### config.mk
export PLATFORM = sky130hd
export DESIGN_NAME = rpi_top
export DESIGN_NICKNAME = d
export VERILOG_FILES = /design/src/rtl/rpi_top.v /design/src/rtl/rpi_sync.v
export VERILOG_INCLUDE_DIRS = /design/src /design/src/rtl
export SDC_FILE = /design/constraint.sdc
export NUM_CORES = 1
export LEC_CHECK = 0
export ABC_AREA = 1
export ABC_CLOCK_PERIOD_IN_PS = 2400
export BUFFER_PORTS_ARGS = -buffer_cell sky130_fd_sc_hd__buf_2
export CAP_MARGIN = 15
export CELL_PAD_IN_SITES_DETAIL_PLACEMENT = 1
export CELL_PAD_IN_SITES_GLOBAL_PLACEMENT = 1
export CORE_UTILIZATION = 42
export CTS_CLUSTER_SIZE = 20
export DETAILED_ROUTE_END_ITERATION = 10
export PLACE_DENSITY_LB_ADDON = 0.15
export REMOVE_ABC_BUFFERS = 1
export SLEW_MARGIN = 25
export SYNTH_ARGS = -nofsm -noshare
export SYNTH_HDL_FRONTEND = slang
export SYNTH_SLANG_ARGS = --single-unit
export TNS_END_PERCENT = 1
### constraint.sdc
create_clock -name ref_clk -period 2.4 [get_ports ref_clk]
set_input_delay 0.72 -clock ref_clk [delete_from_list [all_inputs] [get_ports ref_clk]]
set_output_delay 0.72 -clock ref_clk [all_outputs]
set_load 0.02 [all_outputs]
### src/rtl/rpi_consts.vh
// constants for the reduced-interface pin block
// Notes on behaviour
// (RULE1) Receive dibits are driven on the reference clock, two bits per cycle while carrier-valid is high.
// (RULE2) Transmit dibits from the MAC are taken on the reference clock, two bits per cycle while transmit enable is high.
// (RULE3) A 50 MHz reference clock is driven out to the MAC as the timing reference for both directions.
// (RULE4) The system supplies a 25 MHz reference at the device's reference clock input; the code assumes 50 MHz (20 ns) at ref_clk.
// (RULE5) Carrier sense and receive data valid are presented together on one output.
// (RULE6) Receive errors are reported to the MAC on the receive error output.
// (RULE7) The three station address bits are captured from their straps at reset, bit 0 defaulting high and bits 1 and 2 low.
// (RULE8) The duplex strap level is latched into bit 8 of control register 0h at reset, defaulting high.
// (RULE9) The setting_a strap level is latched at reset, defaulting low.
// (RULE10) The three interface mode strap bits are latched at reset, each defaulting low.
// (RULE11) Dual-purpose strap pins are inputs only during reset and take their output function afterwards.
// (RULE12) Interrupt conditions are enabled and pending status is read through register 1Bh.
// (RULE13) Bit 9 of register 1Fh selects interrupt polarity, active low by default.
// (RULE14) Management data moves synchronously with the management clock supplied by the station manager.
// (RULE15) While the latched setting_a setting is active the receive-side outputs are left undriven.
`ifndef RPI_CONSTS_VH
`define RPI_CONSTS_VH

// timing
`define RPI_CLK_PERIOD_NS   20
`define RPI_STRAP_TIME_NS   1000

// register indices, byte address is four times the index
`define RPI_IDX_CTRL        5'h00
`define RPI_IDX_STRAP       5'h18
`define RPI_IDX_INT_CS      5'h1b
`define RPI_IDX_INT_CLR     5'h1d
`define RPI_IDX_CTRL2       5'h1f

// field positions
`define RPI_CTRL_DUPLEX_BIT 8
`define RPI_CTRL_SETA_BIT   10
`define RPI_CTRL2_POL_BIT   9
`define RPI_INT_EN_LSB      8

// reset values
`define RPI_CTRL_RST        16'h0000
`define RPI_CTRL2_RST       16'h0000

// interrupt events
`define RPI_EV_W            5
`define RPI_EV_RX_START     0
`define RPI_EV_RX_ERR       1
`define RPI_EV_TX_START     2
`define RPI_EV_TX_END       3
`define RPI_EV_MGMT_WR      4

// management frame
`define RPI_MGMT_PRE_LEN    6'h20
`define RPI_MGMT_OP_RD      2'h2
`define RPI_MGMT_OP_WR      2'h1

`endif

### src/rtl/rpi_top.v
// reduced-interface pin block: straps, data pins, management, interrupt
//
// Implementation choices: the Wishbone register port and the placing of the registers.
`timescale 1ns/10ps
`include "rpi_consts.vh"
module rpi_top (
  // clock and reset
  input  wire        ref_clk,
  input  wire        rst_n,
  // wishbone slave
  input  wire        wb_cyc_i,
  input  wire        wb_stb_i,
  input  wire        wb_we_i,
  input  wire [7:0]  wb_adr_i,
  input  wire [3:0]  wb_sel_i,
  input  wire [31:0] wb_dat_i,
  output reg  [31:0] wb_dat_o,
  output reg         wb_ack_o,
  // reference clock toward the mac
  output wire        ref_clk_out,
  // receive pins, shared with straps
  output reg  [1:0]  rxd_o,
  output wire [1:0]  rxd_oe,
  input  wire [1:0]  rxd_i,
  output reg         crs_dv_o,
  output wire        crs_dv_oe,
  input  wire        crs_dv_i,
  output reg         rx_er_o,
  output wire        rx_er_oe,
  input  wire        rx_er_i,
  // transmit pins from the mac
  input  wire        tx_en,
  input  wire [1:0]  txd,
  // dedicated strap pins
  input  wire        station_address_bit0_pin,
  input  wire        station_address_bit1_pin,
  input  wire        interface_mode_strap_bit0,
  input  wire        interface_mode_strap_bit1,
  // management
  input  wire        mdc,
  input  wire        mdio_i,
  output reg         mdio_o,
  output reg         mdio_oe,
  // interrupt
  output reg         interrupt_output,
  // core side
  input  wire [1:0]  core_rx_dibit,
  input  wire        core_rx_dv,
  input  wire        core_rx_err,
  output reg  [1:0]  core_tx_dibit,
  output reg         core_tx_valid,
  output reg  [2:0]  station_address_strap
);

  localparam [31:0] STRAP_CYC = (`RPI_STRAP_TIME_NS + `RPI_CLK_PERIOD_NS - 1)
                                / `RPI_CLK_PERIOD_NS;
  localparam [31:0] STRAP_M1   = STRAP_CYC - 1;
  localparam [7:0]  STRAP_LAST = STRAP_M1[7:0];

  localparam [2:0] M_PRE  = 3'h0;
  localparam [2:0] M_HDR  = 3'h1;
  localparam [2:0] M_TA   = 3'h2;
  localparam [2:0] M_RDAT = 3'h3;
  localparam [2:0] M_WDAT = 3'h4;

  //////////////////////////////////////////////////////////////////////////
  // pin synchronisers
  wire [9:0] pin_s;
  rpi_sync #(.W(10)) u_sync (
    .clk   (ref_clk),
    .rst_n (rst_n),
    .d     ({mdc, mdio_i, rxd_i, crs_dv_i, rx_er_i,
             station_address_bit0_pin, station_address_bit1_pin,
             interface_mode_strap_bit0, interface_mode_strap_bit1}),
    .q     (pin_s)
  );

  wire mdc_s  = pin_s[9];
  wire mdio_s = pin_s[8];

  //////////////////////////////////////////////////////////////////////////
  // strap capture after reset release
  reg  [7:0]  strap_cnt_q;
  reg         strap_done_q;
  reg  [2:0]  mode_strap_q;
  reg         seta_strap_q;
  reg  [15:0] ctrl_q;
  reg  [15:0] ctrl2_q;
  reg  [`RPI_EV_W-1:0] int_en_q;
  reg  [`RPI_EV_W-1:0] status_q;

  // pins stay inputs until the window closes
  wire strap_win = !strap_done_q;                                 // RULE11
  wire seta_on   = ctrl_q[`RPI_CTRL_SETA_BIT];
  wire drive_rx  = !strap_win && !seta_on;                 // RULE11 RULE15

  assign rxd_oe    = {drive_rx, drive_rx};
  assign crs_dv_oe = drive_rx;
  assign rx_er_oe  = drive_rx;

  always @(posedge ref_clk or negedge rst_n) begin
    if (!rst_n) begin
      strap_cnt_q  <= 8'h00;
      strap_done_q <= 1'b0;
    end else if (!strap_done_q) begin
      strap_cnt_q <= strap_cnt_q + 8'h01;
      if (strap_cnt_q == STRAP_LAST)
        strap_done_q <= 1'b1;
    end
  end
  wire strap_latch = !strap_done_q && (strap_cnt_q == STRAP_LAST);

  // sampled late in the window so the synchroniser has settled
  always @(posedge ref_clk or negedge rst_n) begin
    if (!rst_n) begin
      station_address_strap <= 3'h0;
      mode_strap_q          <= 3'h0;
      seta_strap_q          <= 1'b0;
    end else if (strap_latch) begin
      station_address_strap <= {pin_s[7], pin_s[2], pin_s[3]};    // RULE7
      mode_strap_q          <= {pin_s[5], pin_s[0], pin_s[1]};    // RULE10
      seta_strap_q          <= pin_s[4];                          // RULE9
    end
  end

  //////////////////////////////////////////////////////////////////////////
  // reference clock and data pins
  // forwarded clock, no divider needed at the native rate
  assign ref_clk_out = ref_clk;                                   // RULE3

  reg tx_en_d1_q;
  reg rx_dv_d1_q;

  always @(posedge ref_clk or negedge rst_n) begin
    if (!rst_n) begin
      rxd_o         <= 2'h0;
      crs_dv_o      <= 1'b0;
      rx_er_o       <= 1'b0;
      core_tx_dibit <= 2'h0;
      core_tx_valid <= 1'b0;
      tx_en_d1_q    <= 1'b0;
      rx_dv_d1_q    <= 1'b0;
    end else begin
      rxd_o         <= core_rx_dv ? core_rx_dibit : 2'h0;         // RULE1
      crs_dv_o      <= core_rx_dv;                                // RULE5
      rx_er_o       <= core_rx_err;                               // RULE6
      // mac pins share this clock, no synchroniser
      core_tx_dibit <= tx_en ? txd : 2'h0;                        // RULE2
      core_tx_valid <= tx_en;                                     // RULE2
      tx_en_d1_q    <= tx_en;
      rx_dv_d1_q    <= core_rx_dv;
    end
  end

  //////////////////////////////////////////////////////////////////////////
  // management frame engine
  reg  [2:0]  m_state_q;
  reg  [5:0]  pre_cnt_q;
  reg  [3:0]  bit_cnt_q;
  reg  [11:0] hdr_q;
  reg         m_rd_q;
  reg  [4:0]  m_idx_q;
  reg  [15:0] m_shift_q;
  reg         m_wr_pend_q;
  reg         mdc_d1_q;
  reg         m_wr_ev;

  wire        mdc_rise = mdc_s && !mdc_d1_q;                      // RULE14
  wire [12:0] hdr_full = {hdr_q, mdio_s};
  wire        hdr_hit  = hdr_full[12] &&
                         (hdr_full[9:5] == {2'h0, station_address_strap});

  wire        wb_req = wb_cyc_i && wb_stb_i && !wb_ack_o;
  wire        wb_wr  = wb_req && wb_we_i && !wb_adr_i[7];
  wire        m_serve = m_wr_pend_q && !wb_wr;

  function [15:0] reg_rd;
    input [4:0] idx;
    begin
      case (idx)
        `RPI_IDX_CTRL:   reg_rd = ctrl_q;
        `RPI_IDX_STRAP:  reg_rd = {9'h000, seta_strap_q, mode_strap_q,
                                   station_address_strap};
        `RPI_IDX_INT_CS: reg_rd = {3'h0, int_en_q, 3'h0, status_q}; // RULE12
        `RPI_IDX_CTRL2:  reg_rd = ctrl2_q;
        default:         reg_rd = 16'h0000;
      endcase
    end
  endfunction

  always @(posedge ref_clk or negedge rst_n) begin
    if (!rst_n) begin
      m_state_q   <= M_PRE;
      pre_cnt_q   <= 6'h00;
      bit_cnt_q   <= 4'h0;
      hdr_q       <= 12'h000;
      m_rd_q      <= 1'b0;
      m_idx_q     <= 5'h00;
      m_shift_q   <= 16'h0000;
      m_wr_pend_q <= 1'b0;
      mdc_d1_q    <= 1'b0;
      mdio_o      <= 1'b0;
      mdio_oe     <= 1'b0;
    end else begin
      mdc_d1_q <= mdc_s;
      if (m_serve)
        m_wr_pend_q <= 1'b0;
      if (mdc_rise) begin                                         // RULE14
        case (m_state_q)
          M_PRE: begin
            if (mdio_s) begin
              if (pre_cnt_q != `RPI_MGMT_PRE_LEN)
                pre_cnt_q <= pre_cnt_q + 6'h01;
            end else if (pre_cnt_q == `RPI_MGMT_PRE_LEN) begin
              m_state_q <= M_HDR;
              bit_cnt_q <= 4'h0;
            end else begin
              pre_cnt_q <= 6'h00;
            end
          end
          M_HDR: begin
            hdr_q     <= hdr_full[11:0];
            bit_cnt_q <= bit_cnt_q + 4'h1;
            if (bit_cnt_q == 4'hc) begin
              bit_cnt_q <= 4'h0;
              pre_cnt_q <= 6'h00;
              m_idx_q   <= hdr_full[4:0];
              m_rd_q    <= (hdr_full[11:10] == `RPI_MGMT_OP_RD);
              m_shift_q <= reg_rd(hdr_full[4:0]);
              if (hdr_hit && (hdr_full[11:10] == `RPI_MGMT_OP_RD ||
                              hdr_full[11:10] == `RPI_MGMT_OP_WR))
                m_state_q <= M_TA;
              else
                m_state_q <= M_PRE;
            end
          end
          M_TA: begin
            bit_cnt_q <= bit_cnt_q + 4'h1;
            if (bit_cnt_q == 4'h0) begin
              mdio_oe <= m_rd_q;
              mdio_o  <= 1'b0;
            end else begin
              bit_cnt_q <= 4'h0;
              if (m_rd_q) begin
                mdio_o    <= m_shift_q[15];
                m_shift_q <= {m_shift_q[14:0], 1'b0};
                m_state_q <= M_RDAT;
              end else begin
                m_state_q <= M_WDAT;
              end
            end
          end
          M_RDAT: begin
            bit_cnt_q <= bit_cnt_q + 4'h1;
            if (bit_cnt_q == 4'hf) begin
              mdio_oe   <= 1'b0;
              mdio_o    <= 1'b0;
              m_state_q <= M_PRE;
            end else begin
              mdio_o    <= m_shift_q[15];
              m_shift_q <= {m_shift_q[14:0], 1'b0};
            end
          end
          M_WDAT: begin
            bit_cnt_q <= bit_cnt_q + 4'h1;
            m_shift_q <= {m_shift_q[14:0], mdio_s};
            if (bit_cnt_q == 4'hf) begin
              m_wr_pend_q <= 1'b1;
              m_state_q   <= M_PRE;
            end
          end
          default: begin
            m_state_q <= M_PRE;
            mdio_oe   <= 1'b0;
          end
        endcase
      end
    end
  end

  //////////////////////////////////////////////////////////////////////////
  // register file, wishbone wins a collision and management waits a cycle
  reg                 wr_go;
  reg  [4:0]          wr_idx;
  reg  [15:0]         wr_data;
  reg  [1:0]          wr_be;
  reg  [`RPI_EV_W-1:0] clr;
  reg  [`RPI_EV_W-1:0] ev;

  always @* begin
    wr_go   = wb_wr || m_serve;
    wr_idx  = wb_wr ? wb_adr_i[6:2] : m_idx_q;
    wr_data = wb_wr ? wb_dat_i[15:0] : m_shift_q;
    wr_be   = wb_wr ? wb_sel_i[1:0] : 2'h3;
    m_wr_ev = m_serve;
    clr     = {`RPI_EV_W{1'b0}};
    if (wr_go && wr_idx == `RPI_IDX_INT_CLR && wr_be[0])
      clr = wr_data[`RPI_EV_W-1:0];
    ev = {`RPI_EV_W{1'b0}};
    ev[`RPI_EV_RX_START] = core_rx_dv && !rx_dv_d1_q;
    ev[`RPI_EV_RX_ERR]   = core_rx_err;
    ev[`RPI_EV_TX_START] = tx_en && !tx_en_d1_q;
    ev[`RPI_EV_TX_END]   = !tx_en && tx_en_d1_q;
    ev[`RPI_EV_MGMT_WR]  = m_wr_ev;
  end

  always @(posedge ref_clk or negedge rst_n) begin
    if (!rst_n) begin
      ctrl_q   <= `RPI_CTRL_RST;
      ctrl2_q  <= `RPI_CTRL2_RST;
      int_en_q <= {`RPI_EV_W{1'b0}};
      status_q <= {`RPI_EV_W{1'b0}};
    end else begin
      // a new event beats a clear in the same cycle
      status_q <= (status_q & ~clr) | ev;                         // RULE12
      if (strap_latch) begin
        ctrl_q[`RPI_CTRL_DUPLEX_BIT] <= pin_s[6];                 // RULE8
        ctrl_q[`RPI_CTRL_SETA_BIT]   <= pin_s[4];                 // RULE9
      end else if (wr_go) begin
        case (wr_idx)
          `RPI_IDX_CTRL: begin
            if (wr_be[0])
              ctrl_q[7:0] <= wr_data[7:0];
            if (wr_be[1])
              ctrl_q[15:8] <= wr_data[15:8];
          end
          `RPI_IDX_INT_CS: begin
            if (wr_be[1])                                         // RULE12
              int_en_q <= wr_data[`RPI_INT_EN_LSB+`RPI_EV_W-1:
                                  `RPI_INT_EN_LSB];
          end
          `RPI_IDX_CTRL2: begin
            if (wr_be[0])
              ctrl2_q[7:0] <= wr_data[7:0];
            if (wr_be[1])
              ctrl2_q[15:8] <= wr_data[15:8];
          end
          default: ;
        endcase
      end
    end
  end

  //////////////////////////////////////////////////////////////////////////
  // wishbone answer and interrupt pin
  always @(posedge ref_clk or negedge rst_n) begin
    if (!rst_n) begin
      wb_ack_o <= 1'b0;
      wb_dat_o <= 32'h00000000;
    end else begin
      wb_ack_o <= wb_req;
      // unmapped addresses answer with zero
      if (wb_req && !wb_we_i)
        wb_dat_o <= wb_adr_i[7] ? 32'h00000000
                                : {16'h0000, reg_rd(wb_adr_i[6:2])};
    end
  end

  wire irq_level = |(status_q & int_en_q);                        // RULE12

  // pin idles inactive, which is high for the default polarity
  always @(posedge ref_clk or negedge rst_n) begin
    if (!rst_n)
      interrupt_output <= 1'b1;
    else if (ctrl2_q[`RPI_CTRL2_POL_BIT])                         // RULE13
      interrupt_output <= irq_level;
    else
      interrupt_output <= !irq_level;                             // RULE13
  end

endmodule // rpi_top

### src/rtl/rpi_sync.v
// two-flop synchroniser for pin inputs
`timescale 1ns/10ps
module rpi_sync #(
  parameter W = 1
) (
  // clock and reset
  input  wire         clk,
  input  wire         rst_n,
  // pins and result
  input  wire [W-1:0] d,
  output reg  [W-1:0] q
);

  reg [W-1:0] meta_q;

  always @(posedge clk or negedge rst_n) begin
    if (!rst_n) begin
      meta_q <= {W{1'b0}};
      q      <= {W{1'b0}};
    end else begin
      meta_q <= d;
      q      <= meta_q;
    end
  end

endmodule // rpi_sync

=== Word-level counts from Yosys, hierarchy flattened ===
Index checks and enable logic that the tools add are counted.

* Register bits after elaboration: 170
* Input port bits: 66
* Output and inout port bits: 51
* Logic and storage cells: 185

* $add $sub $neg: 3
* Equal/unequal tests: 33
* Mux-type cells: 52
* Bitwise operators: 6
* Reductions and logical operators: 58

{| class="wikitable"
|+ Operators by type and width
! operator !! count
|-
| $pmux 16 s4 || 3
|-
| $mux 16 || 6
|-
| $eq 5x5->1 const B || 9
|-
| $reduce_and 4->1 || 7
|-
| $mux 6 || 4
|-
| $mux 11 || 2
|-
| $mux 3 || 7
|-
| $logic_and 1x1->1 || 16
|-
| $mux 4 || 4
|-
| $ne 2x2->1 const B || 8
|-
| $pmux 4 s4 || 1
|-
| $logic_not 5->1 || 3
|-
| $mux 1 || 14
|-
| $pmux 3 s4 || 1
|-
| $pmux 6 s2 || 1
|-
| $reduce_and 6->1 || 2
|-
| $logic_not 1->1 || 11
|-
| $and 5x5->5 || 2
|-
| $mux 5 || 2
|-
| $reduce_bool 2->1 || 5
|-
| $reduce_and 3->1 || 3
|-
| $add 8x1->8 const B || 1
|-
| $eq 4x4->1 const B || 2
|-
| $eq 8x6->1 const B || 1
|-
| other kinds (29) || 37
|}

=== Depth between registers and ports, before layout ===
* Depth after elaboration: 13
* Gate-level depth with buffers: 13
* Mapped depth without buffers: 12

=== By module ===
A second synthesis with hierarchy kept.

* Cells, all modules: 913
* Area, all modules: 7,433.4 um^2

{| class="wikitable"
|+ By module, submodules not included
! module !! times used !! cells each !! area an instance (um^2) !! seq. area each (um^2)
|-
| rpi_top || 1 || 893 || 6,932.9 || 3,354.5
|-
| rpi_sync || 1 || 20 || 500.5 || 500.5
|}

==> out/results.txt <==
die height: 134 um
synthesized instance count: 905
Placed Cells incl. Taps: 1214
die area: 18000 um^2
Post-CTS Hold Buffers: 0
RSZ-0062 raised after global routing: no
grt ovf: 0
CP endpoint kind: output pin
asr flop ratio synth: 100%
Syn-to-layout area delta: 20.5%
largest net degree at the start of global routing: 46
via/cell ratio: 5.20
routed len/inst: 17.6 um
required time of the worst setup path: 1.68 ns
initial antenna violation count: 0
crit path launch type: clock port
Setup Buffers After CTS: 0
top_reg_cell synth: dfrtp_1
initial core utilization: 43.7%
fill cell count: 2106
Worst Path Max Fanout: 2
synth warn: 0
Syn Area/Cell: 8.11 um^2
GP Congestion: 0.860
Reg2Reg Setup Slack: 0.42 ns
Clock transition at path regs: 0.07 ns
Slew @ Worst Pin: 0.659 ns
Die W: 134 um
All-Layer GR Usage: 26.1%
IO Pins: 117
sequential cell area fraction in the yosys report: 52.5%
IO buf count: 80
FF-to-FF path depth: 8
post-route DRC violation count: 0
Initial DRT Pass Iterations: 5
Layout Nets: 1089
Iter 0 DRT Violations: 368
reg-to-reg startpoint: wb_ack_o
final hold vios: 0
status: finished clean
Post-synth EDFFs: 0
dpl ws: -0.0270 ns
PD cells: 702 nW/um^2
first-pass GRT wire length: 35300 um
Final WS setup: 0.0897 ns
Hold Crit Class: in -> async
CP Class: clk -> out
Slew headroom: 56.0%
vias in the first global route: 6655
mapped cell area: 7340 um^2
# rows: 47
via count: 6496
Final setup viols: 0
Clock Latency Late Sink: 0.55 ns
max cap viols: 0
Post-DRT Antenna Nets: 0
dpl hpwl: 15800 um
skew final: 0.0114 ns
Non-Filler Instances: 1249
WP data arrival: 1.59 ns
CTS tree: built
CTS resizes: 0
worst flop-to-flop path endpoint: ctrl2_q[10]
layout cells sized above 1: 15.9%
ant diodes: 0
Core Box Area: 16800 um^2
Max IR drop VDD: 0.000715 V
FF+latch count, synth: 154
synth unique cells: 40
Slew Viols, Final: 0
Pleak: 4.52 nW
DRT Wirelength: 22000 um
-- metal layers --
metal | GRT usage, % | part of all wire (%) | vias to the layer above
met1 | 36.1 | 47 | 3203
met4 | 8.86 | 1.8 | 0
met5 | 0 | 0 | -
li1 | - | - | 3110
met3 | 3.59 | 4.0 | 31
met2 | 42.2 | 47 | 152
-- final cells by class --
type / instances / area [um^2] / share of cell area, %
Timing Repair Buffer: 114 / 714 / 8.08
Tap cell: 220 / 275 / 3.11
Multi-Input combinational cell: 618 / 2890 / 32.7
Sequential cell: 154 / 3850 / 43.6
Inverter: 107 / 402 / 4.54
Clock inverter: 11 / 158 / 1.78
Clock buffer: 25 / 551 / 6.22
-- cell families after synthesis --
kind of cell	Yosys count	synth area share, %
simple gates	421	23.8
compound gates	161	12.0
flops	154	52.5
buf+inv	148	8.86
xor+xnor	12	1.43
fa+ha+maj	7	1.19
other cells	1	0.0511
mux	1	0.153
-- how the worst max path moves through the flow --
stage | start | end | cells after the start
2_1_floorplan | wb_cyc_i | ctrl2_q[10] | 8
3_3_place_gp | wb_adr_i[7] | ctrl2_q[8] | 10
3_5_place_dp | wb_adr_i[7] | ctrl2_q[12] | 9
4_1_cts | ref_clk | ref_clk_out | 3
5_1_grt | strap_done_q | rx_er_oe | 3
6_report | ref_clk | ref_clk_out | 3
-- per-stage QoR --
stage | setup TNS [ns] | util [%] | area, um^2 | total power [mW] | hold slack [ns]
2_1_floorplan | -5.75 | - | 7150 | 2.89 | 0.331
6_report | 0 | 52.6 | 8850 | 6.21 | 0.103
3_5_place_dp | -0.134 | 48.4 | 8140 | 3.12 | 0.336
5_1_grt | 0 | 52.6 | 8850 | 6.39 | 0.120
4_1_cts | 0 | 52.6 | 8850 | 6.25 | 0.107
3_3_place_gp | 0 | 48.4 | 8140 | 3.10 | 0.333
-- synthesized netlist by cell type, types with 4 or more instances --
library cell / count / area share [%]
buf_4: 21 / 2.1
clkbuf_1: 11 / 0.56
buf_2: 7 / 0.48
o21ai_1: 5 / 0.34
a22oi_1: 4 / 0.41
a21oi_1: 40 / 2.7
nand2_1: 274 / 14
o22ai_1: 23 / 2.0
dfrtp_1: 153 / 52
nor3_1: 6 / 0.41
xnor2_1: 4 / 0.48
nand3_1: 58 / 4.0
inv_1: 105 / 5.4
nand4_1: 7 / 0.60
ha_1: 7 / 1.2
o211ai_1: 6 / 0.61
xor2_1: 8 / 0.95
o21ai_0: 76 / 5.2
nor2_1: 63 / 3.2
-- sequential cells by signal (all words and copies together) (netlist names), 2 cells and up --
name and cells:
status_q 5, mode_strap_q 3, bit_cnt_q 4, m_state_q 3, m_shift_q 16, pre_cnt_q 6, u_sync.meta_q 10, ctrl_q 16
hdr_q 12, u_sync.q 10, strap_cnt_q 8, int_en_q 5, m_idx_q 5, ctrl2_q 16, core_tx_dibit 2, rxd_o 2
wb_dat_o 16, station_address_strap 3
-- power breakdown --
group          internal (mW)  switching (mW)
Sequential              2.66          0.0369
Clock                   1.96            1.22
Combinational          0.104           0.227
-- critical path: stages --
cell and delay (ns):
clkbuf_16 0.12, clkbuf_16 0.13, buf_2 0.15
-- cell usage in the layout (no fill, tap or decap), types with 20 or more instances in the layout --
cell type,Yosys,layout
inv_1,105,105
buf_2,7,79
o22ai_1,23,23
dfrtp_1,153,153
a21oi_1,40,40
buf_4,21,31
clkbuf_16,0,20
nand3_1,58,58
nand2_1,274,274
nor2_1,63,63
o21ai_0,76,76
Power figures use the tool's default switching activity.
